==> config.mk <==
export PLATFORM = sky130hd
export DESIGN_NAME = nvm_command_busy_control
export DESIGN_NICKNAME = d
export VERILOG_FILES = /design/src/nvm_op_timer.v /design/src/nvm_command_busy_control.v
export VERILOG_INCLUDE_DIRS = /design/src
export SDC_FILE = /design/constraint.sdc
export NUM_CORES = 1
export LEC_CHECK = 0
export ABC_AREA = 1
export CAP_MARGIN = 25
export CORE_MARGIN = 2
export CORE_UTILIZATION = 65
export CTS_BUF_LIST = sky130_fd_sc_hd__clkbuf_4
export DETAILED_ROUTE_END_ITERATION = 16
export DONT_BUFFER_PORTS = 1
export PLACE_DENSITY = 0.87
export SYNTH_ARGS = -nofsm -noshare
export SYNTH_HDL_FRONTEND = slang
export SYNTH_SLANG_ARGS = --single-unit
==> constraint.sdc <==
create_clock -name clk_in -period 1.8 [get_ports clk_in]
set_input_delay 0.36 -clock clk_in [delete_from_list [all_inputs] [get_ports clk_in]]
set_output_delay 0.36 -clock clk_in [all_outputs]
set_load 0.05 [all_outputs]
==> src/nvm_cmd_map.vh <==
/*
 * register offsets, field positions, reset values and command codes
 * of the non-volatile command and busy control block.
 * assumes inclusion by bare name from the design files.
 */
`ifndef NVM_CMD_MAP_VH
`define NVM_CMD_MAP_VH

`define CMD_SELECT_OFFSET   8'h33
`define BUSY_STATUS_OFFSET  8'h32
`define CMD_SELECT_RESET    8'h00
`define CMD_FIELD_RESET     6'h00
`define LOW_BYTE_RESET      8'h00
`define BUSY_STATUS_RESET   8'h00
`define CMD_FIELD_MSB       5
`define BUSY_FLAG_BIT       7

`define CMD_NO_OPERATION    6'h00
`define CMD_CHIP_ERASE      6'h10
`define CMD_SECTION_ERASE   6'h14
`define CMD_WORD_WRITE      6'h1D

`define ERASE_CYCLES        16'h0040
`define WRITE_CYCLES        16'h0010

`endif

==> src/nvm_op_timer.v <==
/*
 * operation timer: counts a programmed length once started and flags done.
 * assumes start pulses only while idle; one clock, async low reset.
 */
module nvm_op_timer #(
  parameter CNT_W = 16
) (
  input  wire             clk_in,
  input  wire             resetn_in,
  input  wire             start_in,
  input  wire [CNT_W-1:0] length_in,
  output wire             running_out,
  output reg              done_out
);

  reg [CNT_W-1:0] count_reg;
  reg             run_reg;

  assign running_out = run_reg;

  always @(posedge clk_in or negedge resetn_in) begin
    if (!resetn_in) begin
      count_reg <= {CNT_W{1'b0}};
      run_reg   <= 1'b0;
      done_out  <= 1'b0;
    end else begin
      done_out <= 1'b0;
      if (start_in && !run_reg) begin
        count_reg <= length_in;
        run_reg   <= 1'b1;
      end else if (run_reg) begin
        // length of zero still takes one cycle
        if (count_reg <= {{(CNT_W-1){1'b0}}, 1'b1}) begin
          run_reg  <= 1'b0;
          done_out <= 1'b1;
        end else begin
          count_reg <= count_reg - {{(CNT_W-1){1'b0}}, 1'b1};
        end
      end
    end
  end

endmodule // nvm_op_timer

==> src/nvm_command_busy_control.v <==
/*
 * command and busy control of the non-volatile memory controller:
 * command register, busy status, byte-to-word latch, access gating.
 * assumes the programmer's register and memory-mapped accesses arrive
 * as single-cycle strobes on clk_in; flash array lives outside, op timer inside.
 */
// Behaviour
// - busy flag at status bit 7, zero after reset, shows programming running.
// - busy sets when operation starts, clears only after it fully finishes.
// - six-bit command in bits 5:0 at offset 0x33, reset 0x00.
// - codes 0x00 nop, 0x10 chip erase, 0x14 section erase, 0x1D word write.
// - command register writes are ignored while busy.
// - word write: low byte buffered, high byte write latches word and starts.
// - erase starts on dummy high-byte write after erase command loaded.
// - while busy, other programming and all memory reads are blocked.
`include "nvm_cmd_map.vh"
module nvm_command_busy_control #(
  parameter ADDR_W   = 10,
  parameter CNT_W    = 16,
  parameter [15:0] ERASE_LEN = `ERASE_CYCLES,
  parameter [15:0] WRITE_LEN = `WRITE_CYCLES
) (
  input  wire              clk_in,
  input  wire              resetn_in,
  // register port
  input  wire              reg_wr_in,
  input  wire              reg_rd_in,
  input  wire [7:0]        reg_addr_in,
  input  wire [7:0]        reg_wdata_in,
  output reg  [7:0]        reg_rdata_out,
  // memory-mapped nonvolatile access
  input  wire              mem_wr_in,
  input  wire              mem_rd_in,
  input  wire [ADDR_W-1:0] mem_addr_in,
  input  wire [7:0]        mem_wdata_in,
  output wire              mem_rd_grant_out,
  // to flash array
  output reg               op_start_out,
  output reg  [5:0]        op_cmd_out,
  output reg  [ADDR_W-2:0] op_word_addr_out,
  output reg  [15:0]       op_data_out,
  output wire              program_busy_flag_out
);

  localparam ST_IDLE = 2'b01;
  localparam ST_BUSY = 2'b10;

  reg  [1:0]       state_reg;
  reg  [1:0]       state_next;
  reg  [5:0]       cmd_reg;
  reg  [5:0]       cmd_next;
  reg  [7:0]       low_byte_reg;
  reg  [7:0]       low_byte_next;
  reg  [7:0]       rdata_next;
  wire             busy;
  wire             timer_done;
  wire             timer_running;
  wire             cmd_wr_hit;
  wire             low_wr;
  wire             high_wr;
  wire             start_now;
  wire [CNT_W-1:0] op_length;

  // only these three codes start array work; nop and unknown codes do nothing
  function is_op_cmd;
    input [5:0] code;
    begin
      is_op_cmd = (code == `CMD_CHIP_ERASE) ||
                  (code == `CMD_SECTION_ERASE) ||
                  (code == `CMD_WORD_WRITE);
    end
  endfunction

  // erase runs the long count, word write the short one
  function [CNT_W-1:0] op_length_for;
    input [5:0] code;
    begin
      if (code == `CMD_WORD_WRITE) begin
        op_length_for = WRITE_LEN[CNT_W-1:0];
      end else begin
        op_length_for = ERASE_LEN[CNT_W-1:0];
      end
    end
  endfunction

  // status shows only the busy bit, all others read zero
  function [7:0] status_word;
    input busy_bit;
    begin
      status_word                 = `BUSY_STATUS_RESET;
      status_word[`BUSY_FLAG_BIT] = busy_bit;
    end
  endfunction

  // top two bits have no storage, so they always read zero
  function [7:0] cmd_word;
    input [5:0] code;
    begin
      cmd_word                   = `CMD_SELECT_RESET;
      cmd_word[`CMD_FIELD_MSB:0] = code;
    end
  endfunction

  assign busy                  = state_reg[1];
  assign program_busy_flag_out = busy;
  assign mem_rd_grant_out      = mem_rd_in && !busy;
  assign cmd_wr_hit            = reg_wr_in && (reg_addr_in == `CMD_SELECT_OFFSET) && !busy;
  assign low_wr                = mem_wr_in && !mem_addr_in[0] && !busy;
  assign high_wr               = mem_wr_in && mem_addr_in[0] && !busy;
  assign start_now             = high_wr && is_op_cmd(cmd_reg);
  assign op_length             = op_length_for(cmd_reg);

  // command register: loads only between operations
  always @* begin
    cmd_next = cmd_reg;
    if (cmd_wr_hit) begin
      cmd_next = reg_wdata_in[`CMD_FIELD_MSB:0];
    end
  end

  always @(posedge clk_in or negedge resetn_in) begin
    if (!resetn_in) begin
      cmd_reg <= `CMD_FIELD_RESET;
    end else begin
      cmd_reg <= cmd_next;
    end
  end

  // low byte buffer, not tied to the address of the later high byte
  always @* begin
    low_byte_next = low_byte_reg;
    if (low_wr) begin
      low_byte_next = mem_wdata_in;
    end
  end

  always @(posedge clk_in or negedge resetn_in) begin
    if (!resetn_in) begin
      low_byte_reg <= `LOW_BYTE_RESET;
    end else begin
      low_byte_reg <= low_byte_next;
    end
  end

  // launch pulse stands for exactly one cycle
  always @(posedge clk_in or negedge resetn_in) begin
    if (!resetn_in) begin
      op_start_out <= 1'b0;
    end else begin
      op_start_out <= start_now;
    end
  end

  // payload captured with the launch, stands until the next launch
  always @(posedge clk_in or negedge resetn_in) begin
    if (!resetn_in) begin
      op_cmd_out       <= `CMD_FIELD_RESET;
      op_word_addr_out <= {(ADDR_W-1){1'b0}};
      op_data_out      <= 16'h0000;
    end else if (start_now) begin
      op_cmd_out       <= cmd_reg;
      op_word_addr_out <= mem_addr_in[ADDR_W-1:1];
      op_data_out      <= {mem_wdata_in, low_byte_reg};
    end
  end

  always @* begin
    state_next = state_reg;
    case (state_reg)
      ST_IDLE: begin
        if (start_now) begin
          state_next = ST_BUSY;
        end
      end
      ST_BUSY: begin
        // leave only once the timer has fully stopped
        if (timer_done && !timer_running) begin
          state_next = ST_IDLE;
        end
      end
      default: begin
        state_next = ST_IDLE;
      end
    endcase
  end

  always @(posedge clk_in or negedge resetn_in) begin
    if (!resetn_in) begin
      state_reg <= ST_IDLE;
    end else begin
      state_reg <= state_next;
    end
  end

  nvm_op_timer #(
    .CNT_W (CNT_W)
  ) u_timer (
    .clk_in      (clk_in),
    .resetn_in   (resetn_in),
    .start_in    (start_now),
    .length_in   (op_length),
    .running_out (timer_running),
    .done_out    (timer_done)
  );

  // read data holds until the next read strobe
  always @* begin
    rdata_next = reg_rdata_out;
    if (reg_rd_in) begin
      case (reg_addr_in)
        `CMD_SELECT_OFFSET: begin
          rdata_next = cmd_word(cmd_reg);
        end
        `BUSY_STATUS_OFFSET: begin
          rdata_next = status_word(busy);
        end
        default: begin
          rdata_next = 8'h00;
        end
      endcase
    end
  end

  always @(posedge clk_in or negedge resetn_in) begin
    if (!resetn_in) begin
      reg_rdata_out <= `BUSY_STATUS_RESET;
    end else begin
      reg_rdata_out <= rdata_next;
    end
  end

endmodule // nvm_command_busy_control

Yosys cells after proc, flatten, opt, wreduce, memory -nomap -nowiden. Index checks and enable logic that the tools add are counted.

Register bits after elaboration: 74. Output and inout bits: 42. Word-level logic and storage cells: 55.

$add $sub $neg: 1. Order comparisons: 1. Equality and inequality tests: 10. Muxes and demuxes: 14. Reduce and logical (&&, ||, !) cells: 18.

Operators by type and width (number): 16-bit 2-to-1 mux (3); 6-bit by 5-bit equality test with 1-bit output (second input constant) (3); 8-bit by 6-bit equality test with 1-bit output (second input constant) (2); 16-bit by 1-bit <= comparator with 1-bit output (second input constant) (1); 8-bit one-hot mux with 2 select lines (1); 16-bit by 1-bit subtractor with 16-bit output (second input constant) (1); 1-bit logical AND (10); 7-bit 2-to-1 mux (1); 1-bit 2-to-1 mux (6); 2-bit 2-to-1 mux (2); 2-bit inequality test (second input constant) (2); 2-bit one-hot mux with 2 select lines (1); 2-bit AND reduction (2); 1-bit logical NOT (3); 2-bit by 1-bit equality test with 1-bit output (second input constant) (1); 2-bit equality test (second input constant) (1); 1-bit logical OR (2); 2-bit by 1-bit inequality test with 1-bit output (second input constant) (1); 2-bit nonzero test (1).

Longest topological paths before layout. Gate-level depths: netlist of run 1.

Depth in word-level cells: 7. Gate-level depth with buffers: 10. Depth with buffers taken out: 10.

Cells and area by module. From an unflattened synthesis of run 1, not the netlist that was laid out.

Cells, all modules: 458. Area, all modules: 3550.9 sq um.

By module, submodules not included: nvm_command_busy_control (times used 1, cells an instance 257, area each 2280.9 sq um, seq. area each 1377.6 sq um); nvm_op_timer (times used 1, cells an instance 201, area each 1270.0 sq um, seq. area each 450.4 sq um).

Worst setup path before layout of run 1. OpenSTA, ideal clock, no wires.

Path kind: flip-flop to output port. Start point: register state_reg[1]. End point: output mem_rd_grant_out. Data arrival time: 1325 ps. Data required time: 1440 ps. Path slack: 115 ps. Cell stages (with the launch flop): 2. Cell sequence: dfrtp_1 nor2_1.

Longest elaborated chain between the ends: 2.

RTL lines: start: declaration (line nvm_command_busy_control.v:48) `reg [1:0] state_reg;`; start signal: assignment (line nvm_command_busy_control.v:191) `state_reg <= state_next;`; 1-bit logical NOT (line nvm_command_busy_control.v:106) `assign mem_rd_grant_out = mem_rd_in && !busy;`; 1-bit logical AND (line nvm_command_busy_control.v:106); end: declaration (line nvm_command_busy_control.v:36) `output wire mem_rd_grant_out,`.

No other way between the ends.

Final worst setup path of run 1.
Start point: register u_timer.count_reg[1]. End point: register u_timer.count_reg[6].

Longest elaborated chain between the ends: 4. Elaborated cells on any way between the ends: 7.

RTL lines: start: declaration (line nvm_op_timer.v:16) `reg [CNT_W-1:0] count_reg;`; start signal: assignment (line nvm_op_timer.v:23) `count_reg <= {CNT_W{1'b0}};`; start signal: assignment (line nvm_op_timer.v:29) `count_reg <= length_in;`; start signal: assignment (line nvm_op_timer.v:37) `count_reg <= count_reg - {{(CNT_W-1){1'b0}}, 1'b1};`; 16-bit by 1-bit subtractor with 16-bit output (line nvm_op_timer.v:37); 16-bit 2-to-1 mux (line nvm_op_timer.v:33) `if (count_reg <= {{(CNT_W-1){1'b0}}, 1'b1}) begin`; 16-bit 2-to-1 mux (line nvm_op_timer.v:31) `end else if (run_reg) begin`; 16-bit 2-to-1 mux (line nvm_op_timer.v:28) `if (start_in && !run_reg) begin`.

Parallel ways exist; a longest one is shown, timed or not. The select of a mux whose other input is x is not followed. A chain may end at the register's enable or synchronous reset.

==> results of run 1 <==
through the flow:
step,utilization,cells,setup TNS (ns)
floorplan,-,404,0
global route,0.7369,485,-0.5011
finish,0.7369,485,0
detailed placement,0.7026,465,0
global placement,0.7026,465,0
CTS,0.7275,481,0
power groups by stage:
stage	clock (mW)	sequential, mW	combinational [mW]
CTS	0.910	1.64	0.0207
global route	0.988	1.64	0.0245
finish	0.886	1.64	0.0208
floorplan	0	1.67	0.0198
global placement	0	1.67	0.0203
detailed placement	0	1.67	0.0206
kinds of logic after synthesis:
group           synth area share
flops                     0.5532
compound gates           0.06248
fa+ha+maj               0.007572
buf+inv                  0.06172
other cells             0.001135
simple gates              0.3006
xor+xnor                 0.01325
cell usage after synthesis (all sizes together), types with 3 or more instances:
cell	n
xnor2	3
nor2	39
buf	9
dfrtp	72
clkbuf	4
or2	3
nand2	148
a21oi	3
o31ai	3
nand3	32
inv	35
nand4	3
nand3b	7
o21ai	33
metal layers:
metal  vias to the layer above  wire, um
met5                         -         0
met4                         0        38
met3                         6       490
met2                        85      3063
met1                      1191      2773
li1                       1300         -
placed cells by master (no fill, tap or decap), types with 3 or more instances in the layout:
master	instances
nor2_2	5
nor2_1	34
xnor2_1	3
clkbuf_4	9
nand3_1	32
nand2_1	146
o31ai_1	3
buf_4	8
nand3b_1	7
o21ai_1	19
dfrtp_1	72
inv_1	32
clkinvlp_4	3
o21ai_0	14
inv_2	3
nand4_1	3
cell type report:
class | instances | area, um^2 | share of cell area
multi-input combinational | 283 | 1291 | 0.3638
clock inverter | 7 | 52.55 | 0.01480
inverter | 36 | 135.1 | 0.03807
sequential | 73 | 1828 | 0.5150
timing repair buffer | 10 | 91.34 | 0.02573
tap | 67 | 83.83 | 0.02362
clock buffer | 9 | 67.56 | 0.01903
critical path, cell delays in order, from the launching register on:
cell and delay (ns):
dfrtp_1 0.42, inv_1 0.09, ha_2 0.20, nor2_1 0.07
nor3_2 0.31, nand2_2 0.17, nand2_4 0.15, nand2_1 0.11
nand2_1 0.09, nand2_1 0.04
worst min-delay path by stage:
stage	end	start	slack, ns
2_1_floorplan	cmd_reg[0]	resetn_in	0.06
3_3_place_gp	op_cmd_out[1]	resetn_in	0.07
3_5_place_dp	op_cmd_out[1]	resetn_in	0.07
4_1_cts	low_byte_reg[2]	resetn_in	-0.40
5_1_grt	state_reg[1]	resetn_in	-0.42
6_report	cmd_reg[4]	resetn_in	-0.39
what timing repair did:
| item | 4_1_cts | 5_1_grt |
|---|---|---|
| hold endpoints to repair | 73 | 73 |
| resized for setup | 0 | 4 |
| buffers inserted | 0 | 3 |
| setup endpoints to repair | 0 | 13 |
==> impl_metrics.toml, run 1 <==
[setup_path]
cp-startpoint = "u_timer.count_reg[1]"
cp.arrival_ns = 2.05
end_kind = "flip-flop"
rrSetupSlack_ns = 0.05
r2r_end = "u_timer.count_reg[6]"
cp-endpoint = "u_timer.count_reg[6]"
crit_fanout = 5
crit_path_start_kind = "flip-flop"
reg2reg_from = "u_timer.count_reg[1]"
worst_ep_required_time_ns = 2.11
worst-setup-path-type = "flip-flop to flip-flop"
r2r_cells = 9

[power_and_ir_drop]
sequentialPowerShare = 0.644
switchingPower_mw = 0.6122
combPwrFrac = 0.008
total_power_mw = 2.548
ir_drop_uv = 468.2
clkPwrFrac = 0.348
p_per_area_nw_per_um2 = 717.7
switching_share = 0.2403
internal-power_mw = 1.935
power.leakage_nw = 1.873

[clocking]
cts_tree = "built"
h-tree-depth = 3
clock_latency_ns = 0.42
clk_pin_slew_ns = 0.14
cts_made_buffers = 9
clock-sinks = 73
cts_max_path_buffers = 2
root_buffer = "clkbuf_4"

[status]
status = "finished with violations"
failed_checks = "negative hold slack"

[detailed_routing]
wire_per_inst_um = 13.13
routed_wl_um = 6366
drtPass1Iterations = 4
vias = 2582
vias_per_cell = 5.324
ant_nets = 0
drt_iter0_markers = 157
drcViolationCount = 0

[yosys]
synth_area_leader_cell = "dfrtp_1"
synth_edf_count = 0
synth_cell_types = 31
syn_nets = 446
synth_area_um2 = 3304
syn_inst = 404
ys_seq_area_frac = 0.5532
synth_seq_cells = 73
ys_async_sr_fraction = 1.000
synth_warnings = 0
synthTopCellsByArea = "dfrtp_1 55%, nand2_1 17%, nand3_1 4.8%, nor2_1 4.0%, inv_1 3.6%"
syn_area_per_cell_um2 = 8.179
synthFlopType = "dfrtp_1"
synth_top_area_frac = 0.5452

[timing]
worstMarginPinSlew_ns = 0.5271
min_period_over_period = 0.9709
slew_headroom = 0.6475
fin_ws_ns = 0.05240
skew_ns = 0.02581
fin_crit_ns = 1.748
fmax_ghz = 0.5722
final-setup-viol-count = 0
hold_viol_final = 73
final_max_slew_viol_count = 0
hold_slack_ns = -0.3869

[finish]
area_growth_pct = 7.421
final_cell_area_um2 = 3550
fin_nets = 455
antenna_cells = 0
drive_gt1_frac = 0.1005
num-fill-cells = 370

[global_route]
antenna_found_initial = 0
grt_pass1_vias = 2382
busiest_layer = "met2"
grt_max_degree = 74
use_met1 = 0.3182
gr-usage-all-layers = 0.2453
grt_pass1_wl_um = 10540
gr-usage-met3 = 0.06614
overflow = 0
grtUsageMet2 = 0.3981

[floorplanning]
core-area_um2 = 4817
fp.dieH_um = 75.30
die_x_um = 75.30
start_util = 0.6860
die_area_um2 = 5670
std_cell_rows = 25
io_pins = 82

[flow_run]
drv_cap = 0

[place]
io_buffer_count = 0
pre_cts_ws_ns = 0.1327
dp_hpwl_um = 4469
routabilityCongestion = 0.9348
placed_area_um2 = 3385

[min_path]
hold_class = "input pin to asynchronous set/reset pin"
Power figures use the tool's default switching activity.
==> run 2, diff against run 1 <==
--- a/config.mk
+++ b/config.mk
@@ -6,14 +6,14 @@
 export SDC_FILE = /design/constraint.sdc
 export NUM_CORES = 1
 export LEC_CHECK = 0
-export ABC_AREA = 1
+export ABC_AREA = 0
 export CAP_MARGIN = 25
 export CORE_MARGIN = 2
 export CORE_UTILIZATION = 65
 export CTS_BUF_LIST = sky130_fd_sc_hd__clkbuf_4
 export DETAILED_ROUTE_END_ITERATION = 16
 export DONT_BUFFER_PORTS = 1
-export PLACE_DENSITY = 0.87
+export PLACE_DENSITY = 0.78
 export SYNTH_ARGS = -nofsm -noshare
 export SYNTH_HDL_FRONTEND = slang
 export SYNTH_SLANG_ARGS = --single-unit
==> run 2 against run 1 <==
Compared with the run above: the flow finishes with violations (negative hold slack, negative setup slack); synthesized cell count fell by 41%; flip-flop and latch count did not move; setup slack got worse by 0.088 ns; non-clock buffer count rose by 23; die area fell by 7.3%; clock-buffer cell count did not move; first-iteration DRC count fell by 8.9%; total power rose by 66%; critical endpoint is now u_timer.count_reg[9].
==> impl_metrics.toml, run 2 <==
[status]
status = "finished with violations"
failed_checks = "negative hold slack, negative setup slack"

[detailed_routing]
drcViolationCount = 0
vias_per_cell = 6.278
drtPass1Iterations = 4
highest_layer = "met4"
drt_iter0_markers = 143
routed_wl_um = 6788
wl_met3_um = 398
vias = 2103
ant_nets = 0
dr_wl_met2_um = 3660
wl_met1_um = 2537
wire_per_inst_um = 20.26

[setup_path]
crit_fanout = 10
worst_ep_required_time_ns = 2.10
rrSetupSlack_ns = -0.04
cp.arrival_ns = 2.13
reg2reg_from = "u_timer.count_reg[0]"
crit_path_start_kind = "flip-flop"
r2r_end = "u_timer.count_reg[9]"
end_kind = "flip-flop"
worst-setup-path-type = "flip-flop to flip-flop"
r2r_cells = 7

[yosys]
synth_seq_cells = 73
synth_top_area_frac = 0.5909
ys_async_sr_fraction = 1.000
synth_warnings = 0
syn_inst = 240
synth_cell_types = 43
synth_area_leader_cell = "dfrtp_1"
ys_seq_area_frac = 0.5995
syn_nets = 282
synth_edf_count = 0
synth_most_common_cell = "dfrtp_1"
syn_area_per_cell_um2 = 12.70
synthTopCellsByArea = "dfrtp_1 59%, mux2_2 14%, inv_1 2.2%, nand2_1 1.8%, o211ai_1 1.5%"
synthFlopType = "dfrtp_1"
synthTopCellsByCount = "72 x dfrtp_1, 39 x mux2_2, 18 x inv_1"
synth_area_um2 = 3049

[global_route]
gr-usage-all-layers = 0.2561
grt_pass1_wl_um = 10120
grt_pass1_vias = 2200
antenna_found_initial = 0
grt_max_degree = 74
overflow = 0

[timing]
hold_slack_ns = -0.3898
min_period_over_period = 1.020
fin_ws_ns = -0.03552
skew_ns = 0.01618
rsz0062_at_grt = "true"
fin_crit_ns = 1.836
hold_viol_final = 73
final-setup-viol-count = 6
finalSetupTns_ns = -0.07967
fmax_ghz = 0.5448
final_max_slew_viol_count = 0
worstMarginPinSlew_ns = 0.5066
slew_headroom = 0.6623

[clocking]
clock_latency_ns = 0.42
clk_pin_slew_ns = 0.12
cts_max_path_buffers = 2
clock-sinks = 73
root_buffer = "clkbuf_4"
h-tree-depth = 3
cts_made_buffers = 9
cts_tree = "built"

[power_and_ir_drop]
power.leakage_nw = 1.600
ir_drop_uv = 1135
sequentialPowerShare = 0.601
internal-power_mw = 2.683
switchingPower_mw = 1.546
combPwrFrac = 0.171
total_power_mw = 4.230
switching_share = 0.3656
clkPwrFrac = 0.228
p_per_area_nw_per_um2 = 1172

[floorplanning]
start_util = 0.6861
die_x_um = 72.49
std_cell_rows = 24
io_pins = 82
fp.dieH_um = 72.49
core-area_um2 = 4444
die_area_um2 = 5255

[place]
io_buffer_count = 0
dp_hpwl_um = 4266
routabilityCongestion = 0.8165
placed_cells = 306
pre_cts_ws_ns = -0.06006

[finish]
area_growth_pct = 18.38
fin_nets = 320
antenna_cells = 0
mostFrequentLayoutCells = "69 x dfrtp_1, 39 x mux2_2, 27 x buf_4"
regArea_um2 = 1832
finalNonFillerCells = 335
final_common_cell = "dfrtp_1"
drive_gt1_frac = 0.3922
final_core_utilization = 0.8122
num-fill-cells = 245
multiInputGateArea_um2 = 1241

[min_path]
hold_class = "input pin to asynchronous set/reset pin"

[flow_run]
drv_cap = 0
==> run 2: worst max path at each step <==
stage                                     start                     to  slack (ns)  cells past startpoint
after floorplan                    state_reg[1]        op_data_out[10]      -0.006                      4
after global placement    u_timer.count_reg[13]   u_timer.count_reg[1]        0.01                      5
after detailed placement   u_timer.count_reg[0]  u_timer.count_reg[12]       -0.06                      7
after CTS                  u_timer.count_reg[6]  u_timer.count_reg[13]       -0.01                      5
after global routing       u_timer.count_reg[2]   u_timer.count_reg[1]       -0.10                      6
final                      u_timer.count_reg[0]   u_timer.count_reg[9]       -0.04                      7
==> run 2: area by class of cell <==
cell class / count / area share
Tap cell: 52 / 0.01802
Sequential cell: 73 / 0.5075
Clock inverter: 7 / 0.01698
Timing Repair Buffer: 33 / 0.07626
Multi-Input combinational cell: 143 / 0.3438
Clock buffer: 9 / 0.01872
Inverter: 18 / 0.01872
==> run 2: per-stage QoR <==
stage / hold WS, ns / cell area, um^2
after floorplan: 0.06441 / 3050
after global placement: 0.06604 / 3242
after detailed placement: 0.06577 / 3242
after CTS: -0.4013 / 3407
after global routing: -0.4224 / 3610
final: -0.3898 / 3610
==> run 2: cells by family after synthesis <==
| group | share of synthesized area |
|---|---|
| multiplexers | 0.1572 |
| flip-flops | 0.5995 |
| AO/OA/AOI/OAI | 0.08987 |
| XOR/XNOR | 0.008619 |
| adder cells (fa/ha/maj) | 0.008205 |
| other | 0.001230 |
| AND/OR/NAND/NOR | 0.1030 |
| buffers and inverters | 0.03242 |
==> run 2: worst max-delay path: stages (launching register included) <==
cell and delay [ns]:
dfrtp_1 0.44, buf_4 0.15, ha_1 0.19, o21ai_2 0.21, o211ai_2 0.10, buf_4 0.19, o311ai_0 0.29, o41ai_1 0.14
==> run 2: timing repair <==
item,4_1_cts,5_1_grt
endpoints found under the setup margin,10,38
pin swaps,4,6
cloned,0,2
resized for setup,5,30
buffers inserted,2,9
hold endpoints to repair,73,73
==> run 2: routing by layer <==
layer | track usage | vias to the layer above
li1 | - | 945
met1 | 0.3163 | 1074
met2 | 0.4179 | 68
met3 | 0.08472 | 16
met4 | 0.1070 | 0
met5 | 0 | -
==> run 2: power by group through the flow <==
stage	sequential (mW)	combinational (mW)	clock [mW]
after detailed placement	2.51	0.521	0
after global routing	2.57	0.787	1.06
final	2.54	0.722	0.965
after floorplan	2.46	0.387	0
after global placement	2.48	0.480	0
after CTS	2.49	0.536	0.976
